==> config.mk <==
export PLATFORM = sky130hd
export DESIGN_NAME = bsr_top
export DESIGN_NICKNAME = d
export VERILOG_FILES = /design/src/rtl/bsr_pin_cell.v /design/src/rtl/bsr_top.v
export VERILOG_INCLUDE_DIRS = /design/src /design/src/rtl
export SDC_FILE = /design/constraint.sdc
export NUM_CORES = 1
export LEC_CHECK = 0
export CORE_AREA = 2 2 230 232
export CTS_CLUSTER_DIAMETER = 150
export CTS_CLUSTER_SIZE = 30
export DETAILED_ROUTE_END_ITERATION = 6
export DIE_AREA = 0 0 232 234
export DONT_BUFFER_PORTS = 1
export PLACE_DENSITY = 0.56
export SETUP_SLACK_MARGIN = 0.3
export SYNTH_ARGS = -nofsm -noshare
export SYNTH_HDL_FRONTEND = slang
export SYNTH_SLANG_ARGS = --single-unit
==> constraint.sdc <==
create_clock -name clk -period 4.3 [get_ports clk]
set_input_delay 0.86 -clock clk [delete_from_list [all_inputs] [get_ports clk]]
set_output_delay 0.86 -clock clk [all_outputs]
set_load 0.01 [all_outputs]
==> src/rtl/bsr_consts.vh <==
// How it works
// - Large package: boundary shift register is exactly 126 bits from TDI to TDO.
// - Small package: boundary shift register is exactly 118 bits long.
// - External test captures and updates; sample only captures, pins stay functional.
// - Boundary register observes every pin and controls all but the crystal input, plus the weak pullup.
// - Bit 0 captures core reset-drive enable; update drives reset pin output enable.
// - Bit 1 captures reset pin level; its update does nothing.
// - Bits 2 and 3 are the CAN receive pin enable and data pair.
// - Bits 4 and 5 are the CAN transmit pin enable and data pair.
// - Bit 6 captures the crystal input level; update unused.
// - Bit 7 captures core weak-pullup enable; update drives port weak-pullup enable.
// - Port 0 uses bits 8 to 23, even bit enable, odd bit data.
// - Ports 1, 2, 3 start at bits 24, 40, 56 with the same pairing.
// - Port 4 pins 5, 6, 7 use bits 72 to 77, enable then data.
// - Port 5 uses bits 78 to 93 with the same pairing.
// - Port 6 follows, enable bits ending at 108, data at 109.
// - Port 7 uses bits 110 to 125, last enable 124, last data 125.
// - Instruction code 0x0000 selects the register and hands pins to the update stage.
// - Instruction code 0x0002 selects the register, pins remain under functional control.
// - During external test every input feeding core logic is forced high.
`ifndef BSR_CONSTS_VH
`define BSR_CONSTS_VH

// ============================================================
// Register length per package.
`define BSR_LEN_LARGE     126
`define BSR_LEN_SMALL     118

// ============================================================
// Instruction codes.
`define BSR_IR_WIDTH      16
`define BSR_IR_EXTEST     16'h0000
`define BSR_IR_SAMPLE     16'h0002

// ============================================================
// Bit positions in the boundary register.
`define BSR_BIT_RST_EN    0
`define BSR_BIT_RST_IN    1
`define BSR_BIT_CAN_RX    2
`define BSR_BIT_CAN_TX    4
`define BSR_BIT_XTAL      6
`define BSR_BIT_WPU       7
`define BSR_BIT_PORT0     8
`define BSR_BIT_PORT1     24
`define BSR_BIT_PORT2     40
`define BSR_BIT_PORT3     56
`define BSR_BIT_PORT4     72
`define BSR_BIT_PORT5     78
`define BSR_BIT_PORT6     94
`define BSR_BIT_PORT7     110

// ============================================================
// Port pin count (ports 0-3, port 4 pins 5-7, ports 5-7).
`define BSR_PORT_PINS     59

`endif

==> src/rtl/bsr_pin_cell.v <==
`timescale 1ns/100ps
// ============================================================
// One bidirectional pin: input synchroniser and test/functional mux.
module bsr_pin_cell
(
	input  wire clk,
	input  wire reset,
	input  wire extest,
	input  wire upd_oe,
	input  wire upd_dat,
	input  wire core_oe,
	input  wire core_out,
	input  wire pin_in,
	output reg  pin_in_s,
	output reg  pin_out_r,
	output reg  pin_oe_n_r,
	output reg  core_in_r
);

	reg pin_in_m_r;

	always @(posedge clk)
	begin
		if (reset)
		begin
			pin_in_m_r <= 1'b0;
			pin_in_s   <= 1'b0;
			pin_out_r  <= 1'b0;
			pin_oe_n_r <= 1'b1;
			core_in_r  <= 1'b1;
		end
		else
		begin
			pin_in_m_r <= pin_in;
			pin_in_s   <= pin_in_m_r;
			pin_out_r  <= extest ? upd_dat : core_out;
			pin_oe_n_r <= ~(extest ? upd_oe : core_oe);
			core_in_r  <= extest ? 1'b1 : pin_in_s;
		end
	end

endmodule

==> src/rtl/bsr_top.v <==
`timescale 1ns/100ps
`include "bsr_consts.vh"
// ============================================================
// Boundary-scan data register with capture, shift and update stages.
module bsr_top
#(
	parameter BSR_LEN   = `BSR_LEN_LARGE,
	parameter PORT_PINS = `BSR_PORT_PINS
)
(
	input  wire                 clk,
	input  wire                 reset,
	input  wire                 tck,
	input  wire                 tdi,
	output reg                  tdo_r,
	output reg                  tdo_oe_n_r,
	input  wire                 tap_capture_dr,
	input  wire                 tap_shift_dr,
	input  wire                 tap_update_dr,
	input  wire                 tap_logic_reset,
	input  wire [15:0]          tap_ir_code,
	input  wire                 core_rst_drive_en,
	input  wire                 rst_pin_in,
	output reg                  rst_pin_oe_n_r,
	output reg                  core_rst_in_r,
	input  wire                 crystal_input_pin,
	input  wire                 core_weak_pullup_en,
	output reg                  weak_pullup_en_r,
	input  wire                 can_rx_core_oe,
	input  wire                 can_rx_core_out,
	input  wire                 can_rx_pin_in,
	output wire                 can_rx_pin_out_r,
	output wire                 can_rx_pin_oe_n_r,
	output wire                 can_rx_core_in_r,
	input  wire                 can_tx_core_oe,
	input  wire                 can_tx_core_out,
	input  wire                 can_tx_pin_in,
	output wire                 can_tx_pin_out_r,
	output wire                 can_tx_pin_oe_n_r,
	output wire                 can_tx_core_in_r,
	input  wire [PORT_PINS-1:0] port_core_oe,
	input  wire [PORT_PINS-1:0] port_core_out,
	input  wire [PORT_PINS-1:0] port_pin_in,
	output wire [PORT_PINS-1:0] port_pin_out_r,
	output wire [PORT_PINS-1:0] port_pin_oe_n_r,
	output wire [PORT_PINS-1:0] port_core_in_r,
	output reg                  extest_active_r
);

	localparam FULL = `BSR_LEN_LARGE;

	// ============================================================
	// Synchronisers for the test clock side signals and for the reset and crystal pins.
	reg        tck_m_r, tck_s_r, tck_d_r;
	reg        tdi_m_r, tdi_s_r;
	reg  [3:0] st_m_r, st_s_r;
	reg [15:0] ir_m_r, ir_s_r;
	reg        rst_in_m_r, rst_in_s_r;
	reg        xtal_m_r, xtal_s_r;

	always @(posedge clk)
	begin
		if (reset)
		begin
			tck_m_r    <= 1'b0;
			tck_s_r    <= 1'b0;
			tck_d_r    <= 1'b0;
			tdi_m_r    <= 1'b0;
			tdi_s_r    <= 1'b0;
			st_m_r     <= 4'h0;
			st_s_r     <= 4'h0;
			ir_m_r     <= 16'hffff;
			ir_s_r     <= 16'hffff;
			rst_in_m_r <= 1'b1;
			rst_in_s_r <= 1'b1;
			xtal_m_r   <= 1'b0;
			xtal_s_r   <= 1'b0;
		end
		else
		begin
			tck_m_r    <= tck;
			tck_s_r    <= tck_m_r;
			tck_d_r    <= tck_s_r;
			tdi_m_r    <= tdi;
			tdi_s_r    <= tdi_m_r;
			st_m_r     <= {tap_logic_reset, tap_update_dr, tap_shift_dr, tap_capture_dr};
			st_s_r     <= st_m_r;
			ir_m_r     <= tap_ir_code;
			ir_s_r     <= ir_m_r;
			rst_in_m_r <= rst_pin_in;
			rst_in_s_r <= rst_in_m_r;
			xtal_m_r   <= crystal_input_pin;
			xtal_s_r   <= xtal_m_r;
		end
	end

	wire tck_rise = tck_s_r & ~tck_d_r;
	wire tck_fall = ~tck_s_r & tck_d_r;
	wire st_cap   = st_s_r[0];
	wire st_shift = st_s_r[1];
	wire st_upd   = st_s_r[2];
	wire st_tlr   = st_s_r[3];

	wire is_extest = (ir_s_r == `BSR_IR_EXTEST);
	wire is_sample = (ir_s_r == `BSR_IR_SAMPLE);
	wire selected  = is_extest | is_sample;

	// ============================================================
	// Capture vector, laid out over the full large-package map.
	wire [PORT_PINS-1:0] port_in_s;
	wire                 can_rx_in_s;
	wire                 can_tx_in_s;
	reg  [FULL-1:0]      cap_vec;
	integer              g;

	always @*
	begin
		cap_vec = {FULL{1'b0}};
		cap_vec[`BSR_BIT_RST_EN]   = core_rst_drive_en;
		cap_vec[`BSR_BIT_RST_IN]   = rst_in_s_r;
		cap_vec[`BSR_BIT_CAN_RX]   = can_rx_core_oe;
		cap_vec[`BSR_BIT_CAN_RX+1] = can_rx_in_s;
		cap_vec[`BSR_BIT_CAN_TX]   = can_tx_core_oe;
		cap_vec[`BSR_BIT_CAN_TX+1] = can_tx_in_s;
		cap_vec[`BSR_BIT_XTAL]     = xtal_s_r;
		cap_vec[`BSR_BIT_WPU]      = core_weak_pullup_en;
		// Port pins are contiguous pairs from port 0 through port 7.
		for (g = 0; g < PORT_PINS; g = g + 1)
		begin
			cap_vec[`BSR_BIT_PORT0+2*g]   = port_core_oe[g];
			cap_vec[`BSR_BIT_PORT0+2*g+1] = port_in_s[g];
		end
	end

	// ============================================================
	// Shift register: only BSR_LEN stages take part in the path.
	reg [FULL-1:0] sr_r;
	reg [FULL-1:0] sr_nxt;
	integer        i;

	always @*
	begin
		sr_nxt = sr_r;
		if (tck_rise && selected && st_cap)
			sr_nxt = cap_vec;
		else if (tck_rise && selected && st_shift)
		begin
			for (i = 0; i < FULL; i = i + 1)
			begin
				if (i == BSR_LEN - 1)
					sr_nxt[i] = tdi_s_r;
				else if (i < BSR_LEN - 1)
					sr_nxt[i] = sr_r[i+1];
				else
					sr_nxt[i] = 1'b0;
			end
		end
	end

	// ============================================================
	// Update latches, TDO and the fixed-function pins.
	reg [FULL-1:0] upd_r;

	always @(posedge clk)
	begin
		if (reset)
		begin
			sr_r             <= {FULL{1'b0}};
			upd_r            <= {FULL{1'b0}};
			tdo_r            <= 1'b0;
			tdo_oe_n_r       <= 1'b1;
			rst_pin_oe_n_r   <= 1'b1;
			core_rst_in_r    <= 1'b1;
			weak_pullup_en_r <= 1'b0;
			extest_active_r  <= 1'b0;
		end
		else
		begin
			sr_r <= sr_nxt;
			if (st_tlr)
				upd_r <= {FULL{1'b0}};
			else if (tck_fall && st_upd && is_extest)
				upd_r <= sr_r;
			if (tck_fall)
			begin
				tdo_r      <= sr_r[0];
				tdo_oe_n_r <= ~(st_shift & selected);
			end
			extest_active_r  <= is_extest;
			rst_pin_oe_n_r   <= ~(is_extest ? upd_r[`BSR_BIT_RST_EN] : core_rst_drive_en);
			core_rst_in_r    <= is_extest ? 1'b1 : rst_in_s_r;
			weak_pullup_en_r <= is_extest ? upd_r[`BSR_BIT_WPU] : core_weak_pullup_en;
		end
	end

	// ============================================================
	// Pin cells: CAN pins and the port pins.
	bsr_pin_cell u_can_rx
	(
		.clk        (clk),
		.reset      (reset),
		.extest     (is_extest),
		.upd_oe     (upd_r[`BSR_BIT_CAN_RX]),
		.upd_dat    (upd_r[`BSR_BIT_CAN_RX+1]),
		.core_oe    (can_rx_core_oe),
		.core_out   (can_rx_core_out),
		.pin_in     (can_rx_pin_in),
		.pin_in_s   (can_rx_in_s),
		.pin_out_r  (can_rx_pin_out_r),
		.pin_oe_n_r (can_rx_pin_oe_n_r),
		.core_in_r  (can_rx_core_in_r)
	);

	bsr_pin_cell u_can_tx
	(
		.clk        (clk),
		.reset      (reset),
		.extest     (is_extest),
		.upd_oe     (upd_r[`BSR_BIT_CAN_TX]),
		.upd_dat    (upd_r[`BSR_BIT_CAN_TX+1]),
		.core_oe    (can_tx_core_oe),
		.core_out   (can_tx_core_out),
		.pin_in     (can_tx_pin_in),
		.pin_in_s   (can_tx_in_s),
		.pin_out_r  (can_tx_pin_out_r),
		.pin_oe_n_r (can_tx_pin_oe_n_r),
		.core_in_r  (can_tx_core_in_r)
	);

	genvar p;
	generate
		for (p = 0; p < PORT_PINS; p = p + 1)
		begin : g_port
			bsr_pin_cell u_cell
			(
				.clk        (clk),
				.reset      (reset),
				.extest     (is_extest),
				.upd_oe     (upd_r[`BSR_BIT_PORT0+2*p]),
				.upd_dat    (upd_r[`BSR_BIT_PORT0+2*p+1]),
				.core_oe    (port_core_oe[p]),
				.core_out   (port_core_out[p]),
				.pin_in     (port_pin_in[p]),
				.pin_in_s   (port_in_s[p]),
				.pin_out_r  (port_pin_out_r[p]),
				.pin_oe_n_r (port_pin_oe_n_r[p]),
				.core_in_r  (port_core_in_r[p])
			);
		end
	endgenerate

endmodule

==> results.json <==
{
  "status": "finished clean",
  "p_comb_share_pct": 3.3,
  "antenna_found_initial": 9,
  "rr_endpoint": "upd_r[63]",
  "grt_setup_unrepaired": "false",
  "clock_sinks": 610,
  "hold_class": "primary input to flop",
  "finalNetCount": 2251,
  "vias_per_cell": 5.45,
  "synth_cells": 2387,
  "worst-setup-path-type": "flop to flop",
  "switching_share_pct": 22.3,
  "r2r_setup_slack_ns": 1.87,
  "wl_met3_mm": 3.27,
  "post_cts_buffers": 0,
  "critPathMaxFanout": 65,
  "seq_power_share_pct": 66.0,
  "leakagePower_nw": 7.18,
  "setup_viol_count_final": 0,
  "drt_pre_antenna_iters": 6,
  "grt_pass1_vias": 13900,
  "io_pins": 400,
  "postCtsHoldBufs": 0,
  "syn_area_um2": 23000,
  "crit_chain": "nor4_1 > nand3_1 > nor4_2 > buf_12 > mux2i_1",
  "synth_edf_count": 0,
  "switching_power_mw": 2.01,
  "grt_max_degree": 197,
  "dp_hpwl_mm": 32.0,
  "globalplace.congestion": 0.734,
  "fin_worst_skew_ns": 0.0347,
  "crit_buf_inv": 1,
  "cts_buffers": 24,
  "tns_ns": 0,
  "drt-total-wl_mm": 52.8,
  "powerDensity_nw_per_um2": 399,
  "row_count": 84,
  "io_buffers": 0,
  "syn_to_final_growth_pct": -1.86,
  "die_y_um": 234,
  "cpMaxStageDelayCell": "nor4_2",
  "yosys.cell_types.count": 27,
  "cp_data_required_time_ns": 4.82,
  "post-place-cells": 2702,
  "min_period_over_period_pct": 56.6,
  "synth_top_area_share_pct": 53.0,
  "dp_worst_setup_slack_ns": 1.91,
  "via_count": 14900,
  "worstRegToRegCells": 5,
  "stdcell_count": 2731,
  "syn_nets": 2598,
  "synth_area_leaders": "dfxtp_1, buf_4, mux2i_1",
  "wire_per_inst_um": 19.3,
  "synth_ff_type": "dfxtp_1",
  "hold_start": "reset",
  "globalRouteOverflowTotal": 0,
  "start_util_pct": 44.3,
  "clk_pin_slew_worst_paths_ns": 0.11,
  "cts_tree": "done",
  "drtAntennaViolNets": 0,
  "hold_violations": 0,
  "arrival_ns": 2.95,
  "clock_latency_ns": 0.60,
  "worstMarginPinSlew_ns": 0.893,
  "wl_met2_mm": 23.8,
  "drc": 0,
  "fmax_mhz": 411,
  "grt.total_usage_pct": 18.6,
  "grt_pass1_wl_mm": 81.7,
  "syn_avg_cell_area_um2": 9.65,
  "post-synth-top-area-cell": "dfxtp_1",
  "async_reset_ff_share_pct": 0,
  "end_kind": "flop",
  "synth_seq_cells": 610,
  "die_area_um2": 54300,
  "ir_drop_uv": 323,
  "cts.htree.levels": 1,
  "die_w_um": 232,
  "top_layer": "met5",
  "min_path_cells": 1,
  "ys_warn_count": 0,
  "met1_length_mm": 24.5,
  "cellInternalPower_mw": 7.01,
  "clkPwrFrac_pct": 30.7,
  "cts-root-buf": "clkbuf_16",
  "start_kind": "flop",
  "rr_startpoint": "ir_s_r[8]",
  "cts_resized": 0,
  "whs_endpoint": "u_can_tx.pin_in_m_r",
  "core_um2": 52000,
  "drv_slew": 0,
  "cts_buffer_depth": 3,
  "drt_first_iter_violations": 926,
  "layout-drive-gt1-share_pct": 4.46,
  "path_delay_family": "simple AND/OR/NAND/NOR gates",
  "critical-path-max-stage-delay_ns": 0.57,
  "synth_seq_area_share_pct": 53.0,
  "setup_ws_ns": 1.87,
  "fin_crit_ns": 2.43,
  "maxCapViolCount": 0,
  "slew_headroom_pct": 40.5
}
## registers in the layout, summed over array words and instances (netlist names), 16 cells and up
signal / count
g_port.u_cell.pin_oe_n_r: 59
g_port.u_cell.pin_in_s: 59
ir_m_r: 16
g_port.u_cell.pin_in_m_r: 59
upd_r: 124
g_port.u_cell.core_in_r: 59
g_port.u_cell.pin_out_r: 59
ir_s_r: 16
sr_r: 126
## stage by stage
stage | utilization, % | hold slack [ns] | power [mW] | cell area (um2)
floorplan | - | 0.389 | 6.42 | 23000
global placement | 42.2 | 0.397 | 6.39 | 21900
detailed placement | 42.2 | 0.397 | 6.39 | 21900
CTS | 43.4 | 0.297 | 9.14 | 22600
global route | 43.4 | 0.296 | 9.38 | 22600
finish | 43.4 | 0.343 | 9.02 | 22600
## kinds of logic (layout without fill, tap and decap cells)
logic type             count (synthesis)  in the layout  share of synthesized area, %
AOI/OAI and AO/OA                    631            631                          18.2
and+or+nand+nor                      627            627                          13.7
DFF                                  610            610                          53.0
buffers and inverters                395             49                          9.76
muxes                                124            124                          5.39
other                                  0              2                             0
## metal layers
layer | vias to the layer above | global-route usage [%]
met2 | 363 | 28.8
met3 | 69 | 4.11
met1 | 7158 | 26.2
li1 | 7289 | -
met4 | 10 | 4.81
met5 | - | 0
## power groups by stage
| stage | Clock [mW] | Combinational (mW) | Sequential, mW |
|---|---|---|---|
| after CTS | 2.88 | 0.302 | 5.96 |
| final | 2.77 | 0.296 | 5.95 |
| after global routing | 3.07 | 0.331 | 5.98 |
| after floorplan | 0 | 0.438 | 5.99 |
| after global placement | 0 | 0.296 | 6.09 |
| after detailed placement | 0 | 0.301 | 6.09 |
## how the worst max path moves through the flow
stage | startpoint | to | slack (ns) | depth (start not counted)
2_1_floorplan | reset | sr_r[100] | 2.30 | 6
3_3_place_gp | ir_s_r[8] | upd_r[67] | 1.90 | 5
3_5_place_dp | ir_s_r[8] | upd_r[59] | 1.91 | 5
4_1_cts | ir_s_r[8] | upd_r[59] | 1.87 | 5
5_1_grt | ir_s_r[8] | upd_r[61] | 1.61 | 5
6_report | ir_s_r[8] | upd_r[63] | 1.87 | 5
## cell usage in the layout, fill, tap and decap left out, drive strengths merged
| master | n |
|---|---|
| nand2b | 63 |
| nand3 | 127 |
| or2 | 34 |
| a22oi | 62 |
| o21ai | 127 |
| nand2 | 253 |
| inv | 2 |
| nor3 | 2 |
| or4 | 1 |
| diode | 2 |
| a22o | 62 |
| nand4b | 1 |
| dfxtp | 610 |
| nor2b | 138 |
| o31ai | 126 |
| mux2i | 124 |
| clkbuf | 26 |
| o31a | 1 |
| buf | 21 |
| nor2 | 2 |
| a21o | 126 |
| nor4b | 1 |
| a21oi | 127 |
| nor4 | 5 |
## Yosys cell counts (2+ instances only)
cell type and n:
nand2b_1 63, a21oi_1 127, buf_4 183, o31ai_1 126, buf_6 7, nor3_1 2, nor2_1 2, buf_1 11
a22oi_1 62, or2_2 34, dfxtp_1 610, nand2_1 253, a22o_1 62, nor2b_1 138, buf_2 21, clkbuf_1 172
nand3_1 127, nor4_1 4, mux2i_1 124, o21ai_0 127, a21o_1 126
## cell type report
| type | count | area (um2) |
|---|---|---|
| tap | 688 | 861 |
| clock inverter | 1 | 20.0 |
| timing repair buffer | 21 | 258 |
| multi-input combinational | 1382 | 8610 |
| fill | 5027 | 29400 |
| antenna | 2 | 5.00 |
| sequential | 610 | 12200 |
| inverter | 1 | 6.26 |
| clock buffer | 26 | 629 |
Power figures use the tool's default switching activity.
